**src/rtl/lsg_pkg.sv**
```systemverilog
// constants, field layout and state types for the split/lut/pin register bank
package lsg_pkg;
    localparam int ADDR_W = 8;
    // register indices; byte address is four times the index
    localparam logic [5:0] IDX_PANEL_LO    = 6'h05;
    localparam logic [5:0] IDX_PANEL_HI    = 6'h06;
    localparam logic [5:0] IDX_LINE_OFFSET = 6'h11;
    localparam logic [5:0] IDX_H1_LO       = 6'h12;
    localparam logic [5:0] IDX_H1_HI       = 6'h13;
    localparam logic [5:0] IDX_CT_INDEX    = 6'h15;
    localparam logic [5:0] IDX_CT_DATA     = 6'h17;
    localparam logic [5:0] IDX_PIN_DIR     = 6'h18;
    localparam logic [5:0] IDX_PIN_VAL     = 6'h19;
    localparam logic [5:0] IDX_ROTATE      = 6'h1b;
    localparam logic [5:0] IDX_PANEL_CFG   = 6'h20;
    // field positions and widths
    localparam int ROT_EN_BIT     = 7;
    localparam int CT_DATA_LSB    = 4;
    localparam int PIN_CNT        = 5;
    localparam int UPPER_PINS     = 4;
    localparam int UPPER_DATA_BIT = 0;
    localparam logic [7:0] ROTATE_MASK = 8'hc3;
    // reset values
    localparam logic [7:0] RST_BYTE  = 8'h00;
    localparam logic [9:0] RST_H1    = 10'h3ff;
    localparam logic [9:0] RST_PANEL = 10'h000;
    localparam logic [3:0] RST_NIB   = 4'h0;
    // bus responses
    localparam logic [1:0] RESP_OKAY   = 2'b00;
    localparam logic [1:0] RESP_SLVERR = 2'b10;

    typedef enum logic [1:0] {LSG_W_IDLE = 2'b01, LSG_W_RESP = 2'b10} lsg_wr_state_e;
    typedef enum logic [1:0] {LSG_R_IDLE = 2'b01, LSG_R_DATA = 2'b10} lsg_rd_state_e;
    typedef enum logic [2:0] {LSG_RED = 3'b001, LSG_GREEN = 3'b010, LSG_BLUE = 3'b100} lsg_colour_e;
endpackage : lsg_pkg

```
**src/rtl/lsg_lut_if.sv**
```systemverilog
// link between the register front end and the colour table store
`timescale 1ns/1ps
interface lsg_lut_if;
    logic       idx_wr;   // index register written
    logic [7:0] idx_val;  // written index
    logic       acc;      // data port read or write
    logic       wr;       // data port write
    logic [3:0] wdata;    // written component
    logic [3:0] rdata;    // component at pointer
    modport ctl (output idx_wr, idx_val, acc, wr, wdata, input rdata);
    modport tbl (input idx_wr, idx_val, acc, wr, wdata, output rdata);
endinterface : lsg_lut_if

```
**src/rtl/lsg_regs.sv**
```systemverilog
// axi4-lite register bank: virtual line offset, split screen, colour tables, general pins
//
// Operation
// - a non-zero line offset adds that many words between one display line and the next.
// - the line offset is forced to zero while rotated mode is on.
// - screen 1 height is ten bits, low byte in one register and bits 9-8 in bits 1-0 of the next.
// - in landscape with height n below panel size, lines 0..n show screen 1 and the rest screen 2.
// - three colour tables each hold 256 four-bit entries.
// - the 8-bit table index register is the pointer for the data port.
// - writing the index register points at the red entry of that index.
// - each data port access steps red, green, blue, then red at the next index.
// - red and green writes are staged and the triple commits on the blue write.
// - table data sits in bits 7-4 of the data port, bits 3-0 read zero.
// - a clear direction bit makes the pin an input readable in the value register.
// - a set direction bit drives the pin from the value register.
// - pins in use as upper panel data ignore direction and value.
// - rotate bit 7 selects rotated mode and 0 landscape.
//
// The AXI4-Lite register port is this design's own decision.
`timescale 1ns/1ps
module lsg_regs
    import lsg_pkg::*;
(
    input  wire logic        sys_clk_in,             // system clock, 125 MHz
    input  wire logic        rst_n_in,               // sync reset, active low
    input  wire logic        s_axi_awvalid_in,       // write address valid
    output logic             s_axi_awready_out,      // write address ready
    input  wire logic [7:0]  s_axi_awaddr_in,        // write byte address
    input  wire logic        s_axi_wvalid_in,        // write data valid
    output logic             s_axi_wready_out,       // write data ready
    input  wire logic [31:0] s_axi_wdata_in,         // write data
    input  wire logic [3:0]  s_axi_wstrb_in,         // byte strobes
    output logic             s_axi_bvalid_out,       // write response valid
    input  wire logic        s_axi_bready_in,        // write response ready
    output logic      [1:0]  s_axi_bresp_out,        // write response
    input  wire logic        s_axi_arvalid_in,       // read address valid
    output logic             s_axi_arready_out,      // read address ready
    input  wire logic [7:0]  s_axi_araddr_in,        // read byte address
    output logic             s_axi_rvalid_out,       // read data valid
    input  wire logic        s_axi_rready_in,        // read data ready
    output logic      [31:0] s_axi_rdata_out,        // read data
    output logic      [1:0]  s_axi_rresp_out,        // read response
    input  wire logic [9:0]  disp_line_in,           // panel line being fetched
    output logic      [7:0]  line_gap_out,           // words skipped between lines
    output logic             rotate_en_out,          // rotated mode active
    output logic             screen2_sel_out,        // line belongs to screen 2
    input  wire logic [7:0]  pix_index_in,           // colour lookup index
    output logic      [3:0]  pix_red_out,            // red lookup result
    output logic      [3:0]  pix_green_out,          // green lookup result
    output logic      [3:0]  pix_blue_out,           // blue lookup result
    input  wire logic [4:0]  gpio_in,                // general pin levels
    output logic      [4:0]  gpio_out,               // general pin drive values
    output logic      [4:0]  gpio_oe_out,            // general pin enables
    output logic             panel_data_upper_bits_en_out  // pins 3-0 carry panel data
);
    lsg_lut_if lut_link ();

    lsg_wr_state_e wr_state, next_wr_state;
    lsg_rd_state_e rd_state, next_rd_state;
    logic          aw_held, next_aw_held;
    logic [7:0]    aw_addr, next_aw_addr;
    logic          w_held, next_w_held;
    logic [7:0]    w_byte, next_w_byte;
    logic          w_strb0, next_w_strb0;
    logic [1:0]    bresp, next_bresp;
    logic [31:0]   rdata, next_rdata;
    logic [1:0]    rresp, next_rresp;

    logic [7:0]    cur_addr;
    logic [7:0]    cur_byte;
    logic          cur_strb0;
    logic          do_write;
    logic          do_read;
    logic          wr_map;
    logic          rd_map;
    logic          wr_hit;

    logic [9:0]    panel_size, next_panel_size;
    logic [7:0]    line_offset, next_line_offset;
    logic [9:0]    h1, next_h1;
    logic [7:0]    ct_index, next_ct_index;
    logic [4:0]    pin_dir, next_pin_dir;
    logic [4:0]    pin_val, next_pin_val;
    logic [7:0]    rotate, next_rotate;
    logic          upper_en, next_upper_en;
    logic [4:0]    pin_status;
    logic [4:0]    pin_own;

    logic [7:0]    next_line_gap;
    logic          next_screen2;
    logic [4:0]    next_gpio;
    logic [4:0]    next_gpio_oe;

    // address is mapped when word aligned and one of the known indices
    function automatic logic is_mapped(input logic [7:0] a);
        logic [5:0] i;
        i = a[7:2];
        is_mapped = (a[1:0] == 2'b00) &&
                    (i == IDX_PANEL_LO || i == IDX_PANEL_HI || i == IDX_LINE_OFFSET ||
                     i == IDX_H1_LO || i == IDX_H1_HI || i == IDX_CT_INDEX ||
                     i == IDX_CT_DATA || i == IDX_PIN_DIR || i == IDX_PIN_VAL ||
                     i == IDX_ROTATE || i == IDX_PANEL_CFG);
    endfunction : is_mapped

    // bus handshakes: address and data are taken in either order
    assign s_axi_awready_out = (wr_state == LSG_W_IDLE) && !aw_held;
    assign s_axi_wready_out  = (wr_state == LSG_W_IDLE) && !w_held;
    assign s_axi_bvalid_out  = (wr_state == LSG_W_RESP);
    assign s_axi_bresp_out   = bresp;
    assign cur_addr  = aw_held ? aw_addr : s_axi_awaddr_in;
    assign cur_byte  = w_held ? w_byte : s_axi_wdata_in[7:0];
    assign cur_strb0 = w_held ? w_strb0 : s_axi_wstrb_in[0];
    assign do_write  = (wr_state == LSG_W_IDLE) && (aw_held || s_axi_awvalid_in) &&
                       (w_held || s_axi_wvalid_in);
    assign wr_map    = is_mapped(cur_addr);
    assign wr_hit    = do_write && wr_map && cur_strb0;
    // a read waits one cycle behind a write so the table pointer steps once
    assign s_axi_arready_out = (rd_state == LSG_R_IDLE) && !do_write;
    assign do_read   = s_axi_arvalid_in && s_axi_arready_out;
    assign rd_map    = is_mapped(s_axi_araddr_in);
    assign s_axi_rvalid_out = (rd_state == LSG_R_DATA);
    assign s_axi_rdata_out  = rdata;
    assign s_axi_rresp_out  = rresp;

    // write channel sequencing
    always_comb begin
        next_wr_state = wr_state;
        next_aw_held  = aw_held;
        next_aw_addr  = aw_addr;
        next_w_held   = w_held;
        next_w_byte   = w_byte;
        next_w_strb0  = w_strb0;
        next_bresp    = bresp;
        case (wr_state)
            LSG_W_IDLE: begin
                if (do_write) begin
                    next_aw_held  = 1'b0;
                    next_w_held   = 1'b0;
                    next_bresp    = wr_map ? RESP_OKAY : RESP_SLVERR;
                    next_wr_state = LSG_W_RESP;
                end else begin
                    if (s_axi_awvalid_in && !aw_held) begin
                        next_aw_held = 1'b1;
                        next_aw_addr = s_axi_awaddr_in;
                    end
                    if (s_axi_wvalid_in && !w_held) begin
                        next_w_held  = 1'b1;
                        next_w_byte  = s_axi_wdata_in[7:0];
                        next_w_strb0 = s_axi_wstrb_in[0];
                    end
                end
            end
            LSG_W_RESP: begin
                if (s_axi_bready_in) next_wr_state = LSG_W_IDLE;
            end
            default: next_wr_state = LSG_W_IDLE;
        endcase
    end

    always_ff @(posedge sys_clk_in) begin
        if (!rst_n_in) begin
            wr_state <= LSG_W_IDLE;
            aw_held  <= 1'b0;
            aw_addr  <= 8'h00;
            w_held   <= 1'b0;
            w_byte   <= 8'h00;
            w_strb0  <= 1'b0;
            bresp    <= RESP_OKAY;
        end else begin
            wr_state <= next_wr_state;
            aw_held  <= next_aw_held;
            aw_addr  <= next_aw_addr;
            w_held   <= next_w_held;
            w_byte   <= next_w_byte;
            w_strb0  <= next_w_strb0;
            bresp    <= next_bresp;
        end
    end

    // pin status: inputs show the pin, outputs show the driven value
    genvar g;
    generate
        for (g = 0; g < PIN_CNT; g++) begin : g_pin
            assign pin_own[g]    = upper_en && (g < UPPER_PINS);
            assign pin_status[g] = pin_dir[g] ? pin_val[g] : gpio_in[g];
            assign next_gpio_oe[g] = pin_dir[g] && !pin_own[g];
            assign next_gpio[g]    = pin_val[g] && next_gpio_oe[g];
        end
    endgenerate

    // read channel and readback mux
    always_comb begin
        next_rd_state = rd_state;
        next_rdata    = rdata;
        next_rresp    = rresp;
        case (rd_state)
            LSG_R_IDLE: begin
                if (do_read) begin
                    next_rd_state = LSG_R_DATA;
                    next_rresp    = rd_map ? RESP_OKAY : RESP_SLVERR;
                    next_rdata    = 32'h0000_0000;
                    case (s_axi_araddr_in[7:2])
                        IDX_PANEL_LO:    next_rdata[7:0] = panel_size[7:0];
                        IDX_PANEL_HI:    next_rdata[1:0] = panel_size[9:8];
                        IDX_LINE_OFFSET: next_rdata[7:0] = line_offset;
                        IDX_H1_LO:       next_rdata[7:0] = h1[7:0];
                        IDX_H1_HI:       next_rdata[1:0] = h1[9:8];
                        IDX_CT_INDEX:    next_rdata[7:0] = ct_index;
                        IDX_CT_DATA:     next_rdata[7:4] = lut_link.rdata;
                        IDX_PIN_DIR:     next_rdata[4:0] = pin_dir;
                        IDX_PIN_VAL:     next_rdata[4:0] = pin_status;
                        IDX_ROTATE:      next_rdata[7:0] = rotate;
                        IDX_PANEL_CFG:   next_rdata[UPPER_DATA_BIT] = upper_en;
                        default:         next_rdata = 32'h0000_0000;
                    endcase
                    if (!rd_map) next_rdata = 32'h0000_0000;
                end
            end
            LSG_R_DATA: begin
                if (s_axi_rready_in) next_rd_state = LSG_R_IDLE;
            end
            default: next_rd_state = LSG_R_IDLE;
        endcase
    end

    always_ff @(posedge sys_clk_in) begin
        if (!rst_n_in) begin
            rd_state <= LSG_R_IDLE;
            rdata    <= 32'h0000_0000;
            rresp    <= RESP_OKAY;
        end else begin
            rd_state <= next_rd_state;
            rdata    <= next_rdata;
            rresp    <= next_rresp;
        end
    end

    // registers; unused bits dropped on write
    always_comb begin
        next_panel_size  = panel_size;
        next_line_offset = line_offset;
        next_h1          = h1;
        next_ct_index    = ct_index;
        next_pin_dir     = pin_dir;
        next_pin_val     = pin_val;
        next_rotate      = rotate;
        next_upper_en    = upper_en;
        if (wr_hit) begin
            case (cur_addr[7:2])
                IDX_PANEL_LO:    next_panel_size[7:0] = cur_byte;
                IDX_PANEL_HI:    next_panel_size[9:8] = cur_byte[1:0];
                IDX_LINE_OFFSET: next_line_offset = cur_byte;
                IDX_H1_LO:       next_h1[7:0] = cur_byte;
                IDX_H1_HI:       next_h1[9:8] = cur_byte[1:0];
                IDX_CT_INDEX:    next_ct_index = cur_byte;
                IDX_PIN_DIR:     next_pin_dir = cur_byte[4:0];
                IDX_PIN_VAL:     next_pin_val = cur_byte[4:0];
                IDX_ROTATE:      next_rotate = cur_byte & ROTATE_MASK;  // reserved bits stay 0
                IDX_PANEL_CFG:   next_upper_en = cur_byte[UPPER_DATA_BIT];
                default:         next_upper_en = upper_en;
            endcase
        end
    end

    always_ff @(posedge sys_clk_in) begin
        if (!rst_n_in) begin
            panel_size  <= RST_PANEL;
            line_offset <= RST_BYTE;
            h1          <= RST_H1;
            ct_index    <= RST_BYTE;
            pin_dir     <= 5'h00;
            pin_val     <= 5'h00;
            rotate      <= RST_BYTE;
            upper_en    <= 1'b0;
        end else begin
            panel_size  <= next_panel_size;
            line_offset <= next_line_offset;
            h1          <= next_h1;
            ct_index    <= next_ct_index;
            pin_dir     <= next_pin_dir;
            pin_val     <= next_pin_val;
            rotate      <= next_rotate;
            upper_en    <= next_upper_en;
        end
    end

    // colour table port requests
    assign lut_link.idx_wr  = wr_hit && (cur_addr[7:2] == IDX_CT_INDEX);
    assign lut_link.idx_val = cur_byte;
    assign lut_link.wr      = wr_hit && (cur_addr[7:2] == IDX_CT_DATA);
    assign lut_link.acc     = lut_link.wr ||
                              (do_read && rd_map && s_axi_araddr_in[7:2] == IDX_CT_DATA);
    assign lut_link.wdata   = cur_byte[7:CT_DATA_LSB];

    lsg_lut u_lut (
        .sys_clk_in    (sys_clk_in),
        .rst_n_in      (rst_n_in),
        .lut           (lut_link.tbl),
        .pix_index_in  (pix_index_in),
        .pix_red_out   (pix_red_out),
        .pix_green_out (pix_green_out),
        .pix_blue_out  (pix_blue_out)
    );

    // engine view; split lags the line input by one cycle
    always_comb begin
        next_line_gap = rotate[ROT_EN_BIT] ? 8'h00 : line_offset;
        // split only in landscape when the height is below panel size
        next_screen2  = !rotate[ROT_EN_BIT] && (h1 < panel_size) &&
                        (disp_line_in > h1);
    end

    always_ff @(posedge sys_clk_in) begin
        if (!rst_n_in) begin
            line_gap_out    <= 8'h00;
            rotate_en_out   <= 1'b0;
            screen2_sel_out <= 1'b0;
            gpio_out        <= 5'h00;
            gpio_oe_out     <= 5'h00;
            panel_data_upper_bits_en_out <= 1'b0;
        end else begin
            line_gap_out    <= next_line_gap;
            rotate_en_out   <= rotate[ROT_EN_BIT];
            screen2_sel_out <= next_screen2;
            gpio_out        <= next_gpio;
            gpio_oe_out     <= next_gpio_oe;
            panel_data_upper_bits_en_out <= upper_en;
        end
    end
endmodule : lsg_regs

```
**src/rtl/lsg_lut.sv**
```systemverilog
// three colour tables with auto-stepping access pointer and staged commit
`timescale 1ns/1ps
module lsg_lut
    import lsg_pkg::*;
(
    input  wire logic       sys_clk_in,     // system clock
    input  wire logic       rst_n_in,       // sync reset, active low
    lsg_lut_if.tbl          lut,            // host access side
    input  wire logic [7:0] pix_index_in,   // display lookup index
    output logic      [3:0] pix_red_out,    // red entry
    output logic      [3:0] pix_green_out,  // green entry
    output logic      [3:0] pix_blue_out    // blue entry
);
    logic [3:0]  red_tbl [256];
    logic [3:0]  grn_tbl [256];
    logic [3:0]  blu_tbl [256];
    logic [7:0]  ptr_idx, next_ptr_idx;
    lsg_colour_e ptr_col, next_ptr_col;
    logic [3:0]  red_stage, next_red_stage;
    logic [3:0]  grn_stage, next_grn_stage;
    logic        commit;

    // pointer stepping and staging; an index write wins over a data access
    always_comb begin
        next_ptr_idx   = ptr_idx;
        next_ptr_col   = ptr_col;
        next_red_stage = red_stage;
        next_grn_stage = grn_stage;
        commit         = 1'b0;
        if (lut.idx_wr) begin
            next_ptr_idx = lut.idx_val;
            next_ptr_col = LSG_RED;
        end else if (lut.acc) begin
            case (ptr_col)
                LSG_RED: begin
                    next_ptr_col = LSG_GREEN;
                    if (lut.wr) next_red_stage = lut.wdata;
                end
                LSG_GREEN: begin
                    next_ptr_col = LSG_BLUE;
                    if (lut.wr) next_grn_stage = lut.wdata;
                end
                LSG_BLUE: begin
                    next_ptr_col = LSG_RED;
                    next_ptr_idx = ptr_idx + 8'h01;
                    commit       = lut.wr;
                end
                default: next_ptr_col = LSG_RED;
            endcase
        end
    end

    always_ff @(posedge sys_clk_in) begin
        if (!rst_n_in) begin
            ptr_idx   <= 8'h00;
            ptr_col   <= LSG_RED;
            red_stage <= RST_NIB;
            grn_stage <= RST_NIB;
        end else begin
            ptr_idx   <= next_ptr_idx;
            ptr_col   <= next_ptr_col;
            red_stage <= next_red_stage;
            grn_stage <= next_grn_stage;
        end
    end

    // tables have no reset; undefined until loaded
    always_ff @(posedge sys_clk_in) begin
        if (commit) begin
            red_tbl[ptr_idx] <= red_stage;
            grn_tbl[ptr_idx] <= grn_stage;
            blu_tbl[ptr_idx] <= lut.wdata;
        end
        pix_red_out   <= red_tbl[pix_index_in];
        pix_green_out <= grn_tbl[pix_index_in];
        pix_blue_out  <= blu_tbl[pix_index_in];
    end

    // readback shows committed entries, not staging
    always_comb begin
        case (ptr_col)
            LSG_RED:   lut.rdata = red_tbl[ptr_idx];
            LSG_GREEN: lut.rdata = grn_tbl[ptr_idx];
            LSG_BLUE:  lut.rdata = blu_tbl[ptr_idx];
            default:   lut.rdata = RST_NIB;
        endcase
    end
endmodule : lsg_lut

```
**config.mk**
```make
export PLATFORM = sky130hd
export DESIGN_NAME = lsg_regs
export DESIGN_NICKNAME = d
export VERILOG_FILES = /design/src/rtl/lsg_pkg.sv /design/src/rtl/lsg_lut_if.sv /design/src/rtl/lsg_regs.sv /design/src/rtl/lsg_lut.sv
export SDC_FILE = /design/constraint.sdc
export NUM_CORES = 2
export LEC_CHECK = 0
export BUFFER_PORTS_ARGS = -buffer_cell sky130_fd_sc_hd__buf_2
export CAP_MARGIN = 20
export CORE_AREA = 2 2 550 552
export CTS_BUF_LIST = sky130_fd_sc_hd__clkbuf_16
export DETAILED_ROUTE_END_ITERATION = 10
export DIE_AREA = 0 0 552 554
export HOLD_SLACK_MARGIN = 0.1
export PLACE_DENSITY_LB_ADDON = 0.12
export SKIP_CTS_REPAIR_TIMING = 1
export SYNTH_ARGS = -nofsm -noshare
export SYNTH_HDL_FRONTEND = slang
export SYNTH_HIERARCHICAL = 1
export SYNTH_SLANG_ARGS = --single-unit
```
**constraint.sdc**
```tcl
create_clock -name sys_clk_in -period 4.6 [get_ports sys_clk_in]
set_clock_uncertainty 0.1 [all_clocks]
set_input_delay 0.46 -clock sys_clk_in [delete_from_list [all_inputs] [get_ports sys_clk_in]]
set_output_delay 0.46 -clock sys_clk_in [all_outputs]
set_load 0.01 [all_outputs]
```
==> impl_results.md <==
* Crit end category: flip-flop
* Failing checks: negative setup slack
* Slew @ Worst Pin at 1290 ps
* Clock transition at path regs at 70 ps
* Placed cell areas at 161,000 sq um
* Final Util at 0.576
* Leading post-synthesis cells by cell area: edfxtp_1 (62%), mux4_2 (27%), dfxtp_1 (1.9%), mux2i_1 (1.5%), nor2_1 (0.95%)
* Compound-cell area share of the yosys netlist at 0.0274
* Fin nets at 8,334
* First-pass GRT wire length at 705,000 um
* Fin crit period at 4600 ps
* Vert. Die Dim at 554 um
* Initial core utilization at 0.498
* Critical path arrival at 5310 ps
* CTS root buffer: clkbuf_16
* Post-Route WL at 515,000 um
* Top achievable clock speed at 217 MHz
* Leakage Power at 53.9 nW
* R2R cell count at 16
* Wire per inst at 41.3 um
* Largest family of logic cells by synthesized area: multiplexers
* Die Area at 306,000 sq um
* Largest net degree at the start of global routing at 181
* CTS H-tree lvls at 5
* Syn avg cell area at 20.2 sq um
* Final Hold Viols at 0
* Design area at 172,000 sq um
* Final GP Congestion at 1.02
* MaxCap Viol Count at 0
* Cells after DPL at 11,778
* Tightest Hold Check Type: in2reg
* Max stage delay on crit path at 510 ps
* Number of library cell types mapped by synthesis at 94
* Critical path depth at 16
* Final setup fails at 1
* Final Max Tran Viols at 0
* Post-Place Worst Slack at -292 ps
* Num CTS Buffers at 343
* Area Overhead vs Synth at 15.6%
* Cell mode on critical path: buf_12
* Flops & latches, synth at 3,216
* Main synth FF type: edfxtp_1
* Crit-path leading delay family: multiplexers
* Critical path's slowest cell: dfxtp_4
* Largest area contributor in the netlist: edfxtp_1
* Commonest cells post-synth: edfxtp_1 (3,072), mux4_2 (1,760), nor2_1 (376)
* Total congestion overflow at 0
* Gate Count Post-Synth at 7,395
* Tot Pwr at 61.5 mW
* CTS tree: built
* Yosys warnings at 6
* Initial antenna violation count at 52
* Seq/Total Area, Yosys at 0.638
* Crit path buffers/inverters at 6
* Worst-path fanout max at 16
* Relative max-transition margin at 0.140
* Adder-Cell Fraction of Synth Area at 0.00193
* EDFF count, synth at 3,072
* XOR/XNOR Fraction of Synth Area at 0.000528
* Pwr per Cell Area at 357 nW/um^2
* Number of cell rows at 201
* Worst setup SP type: flip-flop
* CP endpoint: s_axi_rdata_out[4]
* Avg Vias per Cell at 7.08
* Worst EP required at 5310 ps
* Worst path cell trace: buf_16 -> buf_12 -> buf_12 -> buf_12 -> mux4_2 -> mux2i_1 -> o22ai_1 -> nor4_2 -> buf_4 -> a2111oi_0 -> a211o_1 -> buf_12 -> mux2i_1 -> o22ai_1 -> nor2_1 -> o21ai_1
* PortBufs at 102
* Post-Layout Cell Count at 12,486
* Ys async rst share at 0
* Fillers at 21,982
* Peak VDD IR at 0.335 mV
* I/O Pins at 156
* Die X at 552 um
* Via Count at 88,409
* Critical path class: reg2reg
* Starting DRC count in detailed routing at 14,464
* Post-DRT Antenna Nets at 0
* Worst setup margin at -4.91 ps
* RSZ-0062 raised after global routing: yes
* WHS at 97.6 ps
* Final TNS setup at -4.91 ps
* Residual DRC at 0
* CTS sink cnt at 3,216
* Layout cell share with drive strength beyond 1 at 0.395
* Fin crit share at 1.00
* All-layer global routing usage at 0.335
* Dpl hpwl at 351,000 um
* R2R Setup Slk at -5 ps
* Post-synthesis simple-gate area fraction at 0.0289
* Clock Latency Late Sink at 940 ps
* Vias in the first global route at 86,391
* Core area at 299,000 sq um
* Mux cell area share after synthesis at 0.282
* Status: finished with violations
* Yosys top cell area share at 0.618
* Most frequent cell after synthesis: edfxtp_1
* 1st-pass router iterations at 7
* Synthesized cell area at 149,000 sq um
* RR Endpoint: s_axi_rdata_out[4]
* Clk buf depth at 4
-- placed cells by master, fill, tap and decap left out, types with 129 or more instances in the layout --
master / n
mux4_2: 1760
nor2_1: 374
buf_4: 772
a22oi_1: 142
mux2i_1: 220
dfxtp_1: 129
buf_12: 150
nand2_1: 213
clkbuf_16: 351
edfxtp_1: 3072
-- per-layer routing --
layer | vias to the layer above | wire length (um) | track usage | part of all wire
met5 | - | 157 | 0 | 0.00030
met4 | 26 | 24800 | 0.136 | 0.048
met3 | 1023 | 65200 | 0.0998 | 0.13
met2 | 5949 | 232000 | 0.498 | 0.45
met1 | 47686 | 193000 | 0.465 | 0.37
li1 | 33725 | - | - | -
-- tightest hold or removal path: cells and delay by family --
kind | cells | cell delay, ps
simple gates | 2 | 320
compound gates | 2 | 230
buf+inv | 1 | 90
-- power by group --
part | internal, mW | switching, mW | total, mW
clock | 15.7 | 11.7 | 27.4
sequential | 31.9 | 0.0157 | 31.9
combinational | 0.815 | 1.36 | 2.17
-- cell families (layout without fill, tap and decap cells) --
| kind of cell | count (synthesis) | in the layout |
|---|---|---|
| AO/OA/AOI/OAI | 579 | 579 |
| buffers and inverters | 648 | 1738 |
| flip-flops | 3216 | 3216 |
| adder cells (fa/ha/maj) | 23 | 23 |
| multiplexers | 2003 | 2003 |
| AND/OR/NAND/NOR | 916 | 916 |
| XOR/XNOR | 9 | 9 |
| other | 1 | 44 |
-- worst min path at each step --
stage / from / end / slack (ps) / cells after the start
2_1_floorplan: rotate[6] / rotate[6] / 330 / 2
5_1_grt: s_axi_araddr_in[2] / s_axi_rdata_out[7] / 130 / 5
4_1_cts: s_axi_awaddr_in[1] / aw_addr[1] / -370 / 3
3_3_place_gp: s_axi_rdata_out[0] / s_axi_rdata_out[0] / 340 / 2
3_5_place_dp: s_axi_rdata_out[0] / s_axi_rdata_out[0] / 340 / 2
6_report: s_axi_araddr_in[2] / s_axi_rdata_out[7] / 100 / 5
-- cell type report --
type | count | area (sq um) | area share
well taps | 3958 | 4950 | 0.0287
clock inverters | 276 | 2240 | 0.0130
clock buffers | 350 | 8760 | 0.0508
multi-input cells | 3556 | 51200 | 0.297
flip-flops and latches | 3216 | 95200 | 0.552
repair buffers | 1065 | 9850 | 0.0571
diodes | 18 | 45.0 | 0.000261
inverters | 47 | 199 | 0.00115
-- sequential cells by signal, indices dropped and copies added (netlist names), 5 cells and up, named ones only --
name,cells
gpio_oe_out,5
u_lut/grn_tbl,1024
u_lut/ptr_idx,8
ct_index,8
pin_dir,5
u_lut/red_tbl,1024
s_axi_rdata_out,8
w_byte,8
line_offset,8
u_lut/blu_tbl,1024
aw_addr,8
h1,10
gpio_out,5
panel_size,10
pin_val,5
line_gap_out,8
Note: power is estimated with default switching activity, not from simulation.
